[src/verilog/uoe_pkg.sv]
//------------------------------------------------------------------------------
// Purpose : Shared constants and types of the USB OTG control and status logic
// Assumes : 20 MHz sys_clk, byte addressed Avalon-MM register window
// Notes   : All registers are eight bits wide in the low byte of a 32-bit word
//------------------------------------------------------------------------------
//------------------------------------------------------------------------------
package uoe_pkg;

   //---------------------------------------------------------------------------
   // Register map
   //---------------------------------------------------------------------------
   localparam int unsigned ADDR_W         = 12;
   localparam logic [11:0] OFS_OTG_STATUS = 12'h060;
   localparam logic [11:0] OFS_OTG_CTRL   = 12'h070;
   localparam logic [11:0] OFS_FUNC_ADDR  = 12'h260;
   localparam logic [11:0] OFS_FRAME_LOW  = 12'h280;
   localparam logic [11:0] OFS_EP_BASE    = 12'h300;
   localparam int unsigned EP_COUNT       = 16;

   // Alias operation in address bits 3..2
   localparam logic [1:0]  ALIAS_WRITE    = 2'h0;
   localparam logic [1:0]  ALIAS_CLR      = 2'h1;
   localparam logic [1:0]  ALIAS_SET      = 2'h2;
   localparam logic [1:0]  ALIAS_INV      = 2'h3;

   // Writable masks and reset values
   localparam logic [7:0]  MASK_OTG_CTRL  = 8'hFF;
   localparam logic [7:0]  MASK_FUNC_ADDR = 8'hFF;
   localparam logic [7:0]  MASK_EP0       = 8'hDF;
   localparam logic [7:0]  MASK_EP        = 8'h1F;
   localparam logic [7:0]  RST_BYTE       = 8'h00;
   localparam logic [23:0] UPPER_ZERO     = 24'h00_0000;

   //---------------------------------------------------------------------------
   // Timing
   //---------------------------------------------------------------------------
   localparam int unsigned SYS_CLK_NS         = 50;
   localparam int unsigned LINE_STABLE_NS     = 1000000;
   localparam int unsigned LINE_STABLE_CYCLES = (LINE_STABLE_NS + SYS_CLK_NS - 1) / SYS_CLK_NS;

   //---------------------------------------------------------------------------
   // Carriers
   //---------------------------------------------------------------------------
   typedef struct packed {
      logic dplus_pullup_en;
      logic dminus_pullup_en;
      logic dplus_pulldown_en;
      logic dminus_pulldown_en;
   } uoe_pull_s;

   typedef struct packed {
      uoe_pull_s pulls;
      logic      vbus_power_on;
      logic      sw_pull_control;
      logic      vbus_charge_en;
      logic      vbus_discharge_en;
   } uoe_otg_ctrl_s;

   typedef struct packed {
      logic cable_type_pin_state;
      logic rsvd6;
      logic line_state_stable;
      logic rsvd4;
      logic session_valid;
      logic b_session_end;
      logic rsvd1;
      logic a_vbus_valid;
   } uoe_otg_stat_s;

   typedef struct packed {
      logic low_speed_direct;
      logic nak_retry_disable;
      logic rsvd5;
      logic ctrl_transfer_disable;
      logic ep_rx_enable;
      logic ep_tx_enable;
      logic ep_stalled;
      logic ep_handshake_en;
   } uoe_ep_ctrl_s;

   // Bus answer phase
   typedef enum logic [1:0] {
      BUS_IDLE   = 2'b01,
      BUS_ANSWER = 2'b10
   } uoe_bus_e;

endpackage

[src/verilog/uoe_line_stable.sv]
//------------------------------------------------------------------------------
// Purpose : Line-state stability timer for SE0 and J indications
// Assumes : se0 and j_line are synchronous to sys_clk
// Notes   : stable goes high CYCLES clocks after the last change
//------------------------------------------------------------------------------
`timescale 1ns/100ps
module uoe_line_stable
   import uoe_pkg::*;
#(
   parameter int unsigned CYCLES = LINE_STABLE_CYCLES
)(
   // Clock and reset
   input  wire logic sys_clk,
   input  wire logic sys_rst,
   // Line state
   input  wire logic se0,
   input  wire logic j_line,
   // Result
   output logic      stable
);

   localparam int unsigned CNT_W = $clog2(CYCLES + 1);
   localparam logic [CNT_W-1:0] CNT_MAX = CNT_W'(CYCLES);

   logic [1:0]       line_q;
   logic [CNT_W-1:0] cnt_q;
   logic [CNT_W-1:0] cnt_d;
   wire              change = (line_q != {se0, j_line});

   // Restart on any change, saturate at the full count
   assign cnt_d  = change ? '0 : ((cnt_q == CNT_MAX) ? cnt_q : cnt_q + 1'b1);
   assign stable = (cnt_q == CNT_MAX);

   // Line sample and counter
   always_ff @(posedge sys_clk) begin
      if (sys_rst) begin
         line_q <= 2'b00;
         cnt_q  <= '0;
      end else begin
         line_q <= {se0, j_line};
         cnt_q  <= cnt_d;
      end
   end

   a_change_restarts: assert property (@(posedge sys_clk) disable iff (sys_rst)
      change |=> (cnt_q == '0) && !stable) else $error("line change did not restart timer");
   a_stable_after_run: assert property (@(posedge sys_clk) disable iff (sys_rst)
      (cnt_q == CNT_MAX - 1'b1) && !change |=> stable) else $error("stable not set after full count");
   c_line_stable: cover property (@(posedge sys_clk) disable iff (sys_rst) $rose(stable));

endmodule

[src/verilog/uoe_usb_otg_ctrl.sv]
//------------------------------------------------------------------------------
// Purpose : Register file and control outputs of a USB OTG full/low-speed link
// Assumes : All pin inputs synchronous to sys_clk; Avalon-MM byte addresses
// Notes   : Every access waits one cycle; aliases read as zero
//------------------------------------------------------------------------------
//
// The implementer's own choices: the register offsets and the Avalon-MM slave port.
`timescale 1ns/100ps
module uoe_usb_otg_ctrl
   import uoe_pkg::*;
#(
   parameter int unsigned STABLE_CYCLES = LINE_STABLE_CYCLES
)(
   // Clock and reset
   input  wire logic                sys_clk,
   input  wire logic                sys_rst,
   // Avalon-MM slave
   input  wire logic [ADDR_W-1:0]   avs_address,
   input  wire logic                avs_read,
   input  wire logic                avs_write,
   input  wire logic [31:0]         avs_writedata,
   input  wire logic [3:0]          avs_byteenable,
   output logic      [31:0]         avs_readdata,
   output logic                     avs_waitrequest,
   // Cable and VBUS sense
   input  wire logic                cable_type_pin_state,
   input  wire logic                vbus_sess_valid_cmp,
   input  wire logic                vbus_sess_end_cmp,
   input  wire logic                vbus_a_valid_cmp,
   // Line state from the transceiver
   input  wire logic                line_se0,
   input  wire logic                j_line_seen,
   // Pull resistors
   input  wire uoe_pull_s           hw_pull,
   output uoe_pull_s                pull_en,
   // VBUS drive
   output logic                     vbus_power_on,
   output logic                     vbus_charge_en,
   output logic                     vbus_discharge_en,
   // Token engine
   input  wire logic                host_mode,
   input  wire logic                sof_rx,
   input  wire logic [10:0]         sof_frame_number,
   output logic                     low_speed_next_token,
   output logic      [6:0]          function_address,
   output logic                     ep0_low_speed_direct,
   output logic                     ep0_use_pre_pid,
   output logic                     ep0_nak_auto_retry,
   // Endpoints
   input  wire logic [EP_COUNT-1:0] ep_stall_event,
   output logic      [EP_COUNT-1:0] ep_rx_allowed,
   output logic      [EP_COUNT-1:0] ep_tx_allowed,
   output logic      [EP_COUNT-1:0] ep_setup_allowed,
   output logic      [EP_COUNT-1:0] ep_handshake_en
);

   //---------------------------------------------------------------------------
   // Storage
   //---------------------------------------------------------------------------
   uoe_bus_e      bus_q;
   uoe_bus_e      bus_d;
   logic [31:0]   rdata_q;
   uoe_otg_stat_s stat_q;
   uoe_otg_ctrl_s ctrl_q;
   uoe_otg_ctrl_s ctrl_d;
   uoe_pull_s     pull_q;
   logic [7:0]    addr_q;
   logic [7:0]    addr_d;
   logic [7:0]    frame_number_low_q;
   logic [7:0]    frame_number_low_d;
   uoe_ep_ctrl_s  ep_q [EP_COUNT];
   logic          line_stable;

   // Apply a write or a clear, set or invert alias under a writable mask
   function automatic logic [7:0] alias_apply(input logic [1:0] op, input logic [7:0] cur,
                                              input logic [7:0] wd, input logic [7:0] mask);
      logic [7:0] nv;
      nv = wd;
      unique case (op)
         ALIAS_WRITE: nv = wd;
         ALIAS_CLR:   nv = cur & ~wd;
         ALIAS_SET:   nv = cur | wd;
         ALIAS_INV:   nv = cur ^ wd;
      endcase
      return (cur & ~mask) | (nv & mask);
   endfunction

   //---------------------------------------------------------------------------
   // Bus handshake
   //---------------------------------------------------------------------------
   wire req       = avs_read | avs_write;
   wire answering = (bus_q == BUS_ANSWER);
   wire wr_commit = avs_write & answering & avs_byteenable[0];

   // One wait cycle, then answer
   assign avs_waitrequest = req & ~answering;
   assign avs_readdata    = rdata_q;

   // Phase sequencing
   always_comb begin
      bus_d = bus_q;
      unique case (bus_q)
         BUS_IDLE:   bus_d = req ? BUS_ANSWER : BUS_IDLE;
         BUS_ANSWER: bus_d = BUS_IDLE;
         default:    bus_d = BUS_IDLE;
      endcase
   end

   //---------------------------------------------------------------------------
   // Address decode
   //---------------------------------------------------------------------------
   wire [11:0] reg_base   = {avs_address[11:4], 4'h0};
   wire [1:0]  alias_op   = avs_address[3:2];
   wire        plain      = (alias_op == ALIAS_WRITE);
   wire        sel_stat   = (reg_base == OFS_OTG_STATUS);
   wire        sel_ctrl   = (reg_base == OFS_OTG_CTRL);
   wire        sel_addr   = (reg_base == OFS_FUNC_ADDR);
   wire        sel_frame_number_low   = (reg_base == OFS_FRAME_LOW);
   wire        sel_ep     = (reg_base[11:8] == OFS_EP_BASE[11:8]);
   wire [3:0]  ep_idx     = avs_address[7:4];
   wire [7:0]  wbyte      = avs_writedata[7:0];

   // Read selection; status and frame registers have no aliases
   wire [7:0]  rd_ep      = ep_q[ep_idx];
   wire [7:0]  rd_byte    = !plain   ? 8'h00 :
                            sel_stat ? stat_q :
                            sel_ctrl ? ctrl_q :
                            sel_addr ? addr_q :
                            sel_frame_number_low ? frame_number_low_q :
                            sel_ep   ? rd_ep  : 8'h00;

   //---------------------------------------------------------------------------
   // Next values of software registers and of the SOF-loaded frame number register
   //---------------------------------------------------------------------------
   assign ctrl_d = (wr_commit && sel_ctrl) ?
                   alias_apply(alias_op, ctrl_q, wbyte, MASK_OTG_CTRL) : ctrl_q;
   assign addr_d = (wr_commit && sel_addr) ?
                   alias_apply(alias_op, addr_q, wbyte, MASK_FUNC_ADDR) : addr_q;
   assign frame_number_low_d = sof_rx ? sof_frame_number[7:0] : frame_number_low_q;

   // Bus phase, read data and common registers
   always_ff @(posedge sys_clk) begin
      if (sys_rst) begin
         bus_q   <= BUS_IDLE;
         rdata_q <= 32'h0000_0000;
         ctrl_q  <= RST_BYTE;
         addr_q  <= RST_BYTE;
         frame_number_low_q  <= RST_BYTE;
      end else begin
         bus_q   <= bus_d;
         if (avs_read && !answering)
            rdata_q <= {UPPER_ZERO, rd_byte};
         ctrl_q  <= ctrl_d;
         addr_q  <= addr_d;
         frame_number_low_q  <= frame_number_low_d;
      end
   end

   //---------------------------------------------------------------------------
   // OTG status and pull resistor ownership
   //---------------------------------------------------------------------------
   uoe_line_stable #(
      .CYCLES (STABLE_CYCLES)
   ) u_line_stable (
      .sys_clk (sys_clk),
      .sys_rst (sys_rst),
      .se0     (line_se0),
      .j_line  (j_line_seen),
      .stable  (line_stable)
   );

   // Status capture, reserved bits held at zero
   wire uoe_otg_stat_s stat_d = '{
      cable_type_pin_state: cable_type_pin_state,
      line_state_stable:    line_stable,
      session_valid:        vbus_sess_valid_cmp,
      b_session_end:        vbus_sess_end_cmp,
      a_vbus_valid:         vbus_a_valid_cmp,
      default:              1'b0
   };

   // Software or hardware owns the pull resistors
   wire uoe_pull_s pull_d = ctrl_q.sw_pull_control ? ctrl_q.pulls : hw_pull;

   always_ff @(posedge sys_clk) begin
      if (sys_rst) begin
         stat_q <= RST_BYTE;
         pull_q <= 4'h0;
      end else begin
         stat_q <= stat_d;
         pull_q <= pull_d;
      end
   end

   // Pin and token engine controls
   assign pull_en              = pull_q;
   assign vbus_power_on        = ctrl_q.vbus_power_on;
   assign vbus_charge_en       = ctrl_q.vbus_charge_en;
   assign vbus_discharge_en    = ctrl_q.vbus_discharge_en;
   assign low_speed_next_token = addr_q[7];
   assign function_address     = addr_q[6:0];
   assign ep0_low_speed_direct = host_mode &  ep_q[0].low_speed_direct;
   assign ep0_use_pre_pid      = host_mode & ~ep_q[0].low_speed_direct;
   assign ep0_nak_auto_retry   = host_mode & ~ep_q[0].nak_retry_disable;

   //---------------------------------------------------------------------------
   // Endpoint control registers
   //---------------------------------------------------------------------------
   for (genvar g = 0; g < EP_COUNT; g++) begin : g_ep
      localparam logic [7:0] EP_MASK = (g == 0) ? MASK_EP0 : MASK_EP;
      wire               ep_wr  = wr_commit & sel_ep & (ep_idx == 4'(g));
      wire uoe_ep_ctrl_s ep_sw  = ep_wr ? alias_apply(alias_op, ep_q[g], wbyte, EP_MASK) : ep_q[g];
      uoe_ep_ctrl_s      ep_d;
      wire               both   = ep_q[g].ep_rx_enable & ep_q[g].ep_tx_enable;

      // Hardware stall wins over a software clear in the same cycle
      always_comb begin
         ep_d            = ep_sw;
         ep_d.ep_stalled = ep_sw.ep_stalled | ep_stall_event[g];
      end

      always_ff @(posedge sys_clk) begin
         if (sys_rst)
            ep_q[g] <= RST_BYTE;
         else
            ep_q[g] <= ep_d;
      end

      // Direction, SETUP and handshake gating
      assign ep_rx_allowed[g]    = ep_q[g].ep_rx_enable;
      assign ep_tx_allowed[g]    = ep_q[g].ep_tx_enable;
      assign ep_setup_allowed[g] = ep_q[g].ep_rx_enable &
                                   ~(both & ep_q[g].ctrl_transfer_disable);
      assign ep_handshake_en[g]  = ep_q[g].ep_handshake_en;

      a_stall_sticks: assert property (@(posedge sys_clk) disable iff (sys_rst)
         ep_stall_event[g] |=> ep_q[g].ep_stalled) else $error("stall event lost");
   end

   //---------------------------------------------------------------------------
   // Checks
   //---------------------------------------------------------------------------
   a_bus_one_wait: assert property (@(posedge sys_clk) disable iff (sys_rst)
      (avs_read && avs_waitrequest) |=> !avs_read || (!avs_waitrequest && avs_readdata[31:8] == 24'h0))
      else $error("read answer late or upper bits set");
   a_frame_on_sof: assert property (@(posedge sys_clk) disable iff (sys_rst)
      sof_rx |=> frame_number_low_q == $past(sof_frame_number[7:0])) else $error("frame low not loaded on SOF");
   a_frame_holds: assert property (@(posedge sys_clk) disable iff (sys_rst)
      !sof_rx |=> frame_number_low_q == $past(frame_number_low_q)) else $error("frame low changed without SOF");
   a_pull_software: assert property (@(posedge sys_clk) disable iff (sys_rst)
      ctrl_q.sw_pull_control |=> pull_en == $past(ctrl_q.pulls)) else $error("software pulls not driven");
   a_pull_hardware: assert property (@(posedge sys_clk) disable iff (sys_rst)
      !ctrl_q.sw_pull_control |=> pull_en == $past(hw_pull)) else $error("hardware pulls not driven");
   a_alias_set_or: assert property (@(posedge sys_clk) disable iff (sys_rst)
      (wr_commit && sel_ctrl && alias_op == ALIAS_SET) |=> ctrl_q == ($past(ctrl_q) | $past(wbyte)))
      else $error("set alias did not OR bits");
   a_session_track: assert property (@(posedge sys_clk) disable iff (sys_rst)
      ##1 stat_q.session_valid == $past(vbus_sess_valid_cmp)) else $error("session valid not tracked");
   a_setup_reject: assert property (@(posedge sys_clk) disable iff (sys_rst)
      (ep_q[0].ep_rx_enable && ep_q[0].ep_tx_enable && ep_q[0].ctrl_transfer_disable) |-> !ep_setup_allowed[0])
      else $error("SETUP accepted with control disabled");
   a_ep_upper_zero: assert property (@(posedge sys_clk) disable iff (sys_rst)
      ep_q[5].low_speed_direct == 1'b0 && ep_q[5].nak_retry_disable == 1'b0)
      else $error("endpoint 0 only bits set elsewhere");

   c_sof_seen:   cover property (@(posedge sys_clk) disable iff (sys_rst) sof_rx ##1 frame_number_low_q != 8'h00);
   c_stall_clr:  cover property (@(posedge sys_clk) disable iff (sys_rst) $fell(ep_q[0].ep_stalled));
   c_inv_write:  cover property (@(posedge sys_clk) disable iff (sys_rst) wr_commit && alias_op == ALIAS_INV);

endmodule

[config.mk]
export PLATFORM = sky130hd
export DESIGN_NAME = uoe_usb_otg_ctrl
export DESIGN_NICKNAME = d
export VERILOG_FILES = /design/src/verilog/uoe_pkg.sv /design/src/verilog/uoe_line_stable.sv /design/src/verilog/uoe_usb_otg_ctrl.sv
export SDC_FILE = /design/constraint.sdc
export NUM_CORES = 1
export LEC_CHECK = 0
export ABC_CLOCK_PERIOD_IN_PS = 1650
export BUFFER_PORTS_ARGS = -buffer_cell sky130_fd_sc_hd__buf_2
export CAP_MARGIN = 20
export CORE_MARGIN = 1.5
export CORE_UTILIZATION = 53
export DETAILED_ROUTE_END_ITERATION = 10
export GPL_TIMING_DRIVEN = 0
export PLACE_DENSITY = 0.79
export SLEW_MARGIN = 25
export SYNTH_ARGS = -nofsm -noshare
export SYNTH_HDL_FRONTEND = slang
export SYNTH_SLANG_ARGS = --single-unit
[constraint.sdc]
create_clock -name sys_clk -period 1.65 [get_ports sys_clk]
set_input_delay 0.0825 -clock sys_clk [delete_from_list [all_inputs] [get_ports sys_clk]]
set_output_delay 0.0825 -clock sys_clk [all_outputs]
set_load 0.02 [all_outputs]
==> impl_results.md <==
* Run status: complete, but fails checks
* Failing checks: setup timing
* Area share of the largest cell type after synthesis at 22.9%
* Worst Setup Path Type: register to register
* Initial DRC Count at 1548
* FF-to-FF setup slack at -0.23 ns
* # H-tree levels at 4
* DRT Pass-1 Iters at 6
* Clock power frac at 43.0%
* Final Hold Vio Count at 0
* Crit path to: ep_q[0][1]
* Area growth syn-to-layout at 24.6%
* Worst setup margin at -0.225 ns
* I/O Pins at 206
* Predominant post-synthesis flop cell: dfxtp_1
* CTS sink cnt at 142
* Post-synth top cells: 211 x a21oi_1, 205 x nor2_1, 198 x ha_1
* Global Route Usage Sum at 35.3%
* Largest net degree at the start of global routing at 37
* Grt ovf at 0
* Hold Worst Slack at 0.0980 ns
* Syn Std Cell Area at 0.0124 mm²
* Die X at 156 µm
* Via density at 6.04
* Max Fanout on Critical Path at 7
* WP data arrival at 2.18 ns
* RR Endpoint: ep_q[0][1]
* Post-DP HPWL at 30400 µm
* Syn_area_per_cell at 7.90 µm²
* Tcrit/Tclk final at 114%
* Crit start category: register
* Crit. End Element: register
* Fin cells at 2169
* Hold Crit Class: input pin to register
* Fraction of layout instances using a drive strength above 1 at 24.6%
* Worst r2r src: bus_q[0]
* Final Net Count at 2130
* Clk_lat worst skew at 0.45 ns
* Met2 Use GR at 55.1%
* Max Cap Viol at 0
* Post-Synthesis Cells at 1573
* Reg power frac at 37.6%
* Fmax at 0.533 GHz
* Num CTS Buffers at 17
* Worst-margin pin slew at 0.929 ns
* Asr flop ratio synth at 0%
* Slew Limit Fails at 0
* Psw at 3.10 mW
* YS warnings at 0
* RSZ-0062 raised after global routing: yes
* DRC at 0
* Chip height at 156 µm
* Switching share of power at 33.1%
* CTS clk-pin slew, worst paths at 0.07 ns
* Avg WL per Cell at 20.4 µm
* Most numerous cell in the Yosys netlist: a21oi_1
* Leakage at 6.90 nW
* Met3 usage at 8.44%
* CTS root buf: clkbuf_16
* Placed Cells at 2055
* CTS tree: done
* Vias in the first global route at 12100
* Routed WL at 44300 µm
* Antenna violations before repair at 3
* Gr busiest metal: met2
* Power Dens Cells at 605 mW/mm²
* Internal power at 6.28 mW
* Worst EP required at 1.95 ns
* Sequential share of the synthesized area at 22.9%
* Post-synthesis register bit count at 142
* Peak VDD IR at 0.000551 V
* # setup viols final at 93
* Max_slew headroom at 37.9%
* Core Box Area at 0.0228 mm²
* Clock Tree Buf Depth at 2
* Final RePlAce weighted congestion at 0.962
* Hold wc startpoint: avs_read
* # port buffers at 145
* Worst R2R Path Depth at 7
* Starting Density at 54.4%
* Row Count at 55
* Synth unique cells at 63
* Overall Power at 9.38 mW
* Comb pwr share at 19.4%
* DR vias at 13100
* Synth area leader: dfxtp_1
* Number of fill cells at 1874
* Routed Antenna Nets at 0
* Min Tclk post-route at 1.88 ns
* M1 GR Usage at 43.3%
* Global-route wire length before repair at 66300 µm
* Cells taking the most area after synthesis: dfxtp_1 23%, ha_1 20%, a21oi_1 8.5%, a211oi_1 6.4%, nor2_1 6.2%
* Clock skew at 0.00885 ns
* EDFF count, synth at 0
* CP startpoint: bus_q[0]
* Total die area at 0.0244 mm²
==> layer usage <==
layer	wire (µm)	part of all wire, %
met1	16600	38
met2	19500	44
met3	5250	12
met4	2890	6.5
met5	7	0.016
==> logic make-up after synthesis <==
family | Yosys count | synth area share, %
and+or+nand+nor | 411 | 15.6
AOI/OAI and AO/OA | 414 | 19.9
other | 1 | 0.0302
xor gates and xnor gates | 13 | 0.916
adders and majority gates | 198 | 19.9
muxes | 89 | 8.84
DFF | 142 | 22.9
buffers and inverters | 305 | 11.9
==> state kept, by name, indices dropped and copies added, names as in the netlist <==
| signal | flops |
|---|---|
| ep_q | 82 |
| u_line_stable.cnt_q | 15 |
| addr_q | 8 |
| avs_readdata | 8 |
| frame_number_low_q | 8 |
| ctrl_q | 5 |
| stat_q | 5 |
| pull_en | 4 |
| bus_q | 2 |
| u_line_stable.line_q | 2 |
| vbus_charge_en | 1 |
| vbus_discharge_en | 1 |
| vbus_power_on | 1 |
==> worst max-delay path, cell delays in order (launching register included) <==
cell and delay, ns:
dfxtp_2 0.32, and4b_2 0.37, nand2_8 0.10, buf_6 0.14, nor4_4 0.32, buf_4 0.19
mux2i_1 0.21, a21oi_1 0.08
==> worst min path at each step <==
stage / end / slack (ns) / cells after the start
global route: avs_readdata[6] / 0.10 / 4
CTS: bus_q[1] / 0.08 / 4
global placement: stat_q[7] / 0.30 / 2
finish: avs_readdata[6] / 0.1 / 4
floorplan: stat_q[0] / 0.21 / 1
detailed placement: stat_q[2] / 0.30 / 2
==> power by group through the flow <==
stage                     Clock (mW)  Combinational [mW]  Sequential, mW
after floorplan                    0                1.10            3.60
after global routing            4.18                1.95            3.53
after global placement             0                1.54            3.61
after detailed placement           0                1.61            3.61
final                           4.03                1.82            3.53
after CTS                       4.01                1.70            3.53
==> per-stage QoR <==
step | setup WS, ns | util [%] | setup TNS (ns) | instance area [µm²]
after floorplan | -0.0793 | - | -0.317 | 12600
after global placement | -0.678 | 59.8 | -56.98 | 13700
after detailed placement | -0.729 | 59.9 | -49.36 | 13700
after CTS | -0.197 | 66.0 | -3.19 | 15100
after global routing | -0.267 | 67.8 | -11.48 | 15500
final | -0.225 | 67.8 | -8.93 | 15500
==> cell type report <==
cell class / count / area (µm²) / area share (%)
Buffer: 172 / 998 / 6.44
Tap cell: 313 / 392 / 2.53
Timing Repair Buffer: 231 / 1590 / 10.2
Sequential cell: 142 / 2890 / 18.6
Inverter: 128 / 480 / 3.10
Clock inverter: 15 / 171 / 1.11
Antenna cell: 2 / 5.00 / 0.0323
Multi-Input combinational cell: 1149 / 8550 / 55.2
Clock buffer: 17 / 425 / 2.75
==> what timing repair did <==
action	CTS	global route
pin swaps	32	29
hold endpoints to repair	34	0
setup buffers	30	21
endpoints found under the setup margin	96	105
hold buffers	34	0
resized for setup	57	85
==> cells in the final DEF, fill, tap and decap left out, drive strengths merged, types with 4 or more instances in the layout <==
| cell | n |
|---|---|
| and3 | 6 |
| nand3 | 8 |
| dfxtp | 142 |
| mux2i | 67 |
| mux4 | 16 |
| nor3 | 33 |
| clkinv | 4 |
| clkbuf | 88 |
| a211o | 5 |
| a21oi | 211 |
| a22oi | 6 |
| or3 | 5 |
| dlygate4sd3 | 34 |
| a21o | 5 |
| nand2b | 8 |
| conb | 24 |
| buf | 298 |
| mux2 | 6 |
| a211oi | 106 |
| inv | 137 |
| nand4 | 6 |
| o22ai | 4 |
| nor2 | 206 |
| xor2 | 10 |
| nor2b | 39 |
| nand2 | 78 |
| o21ai | 55 |
| ha | 198 |
Power figures use the tool's default switching activity.
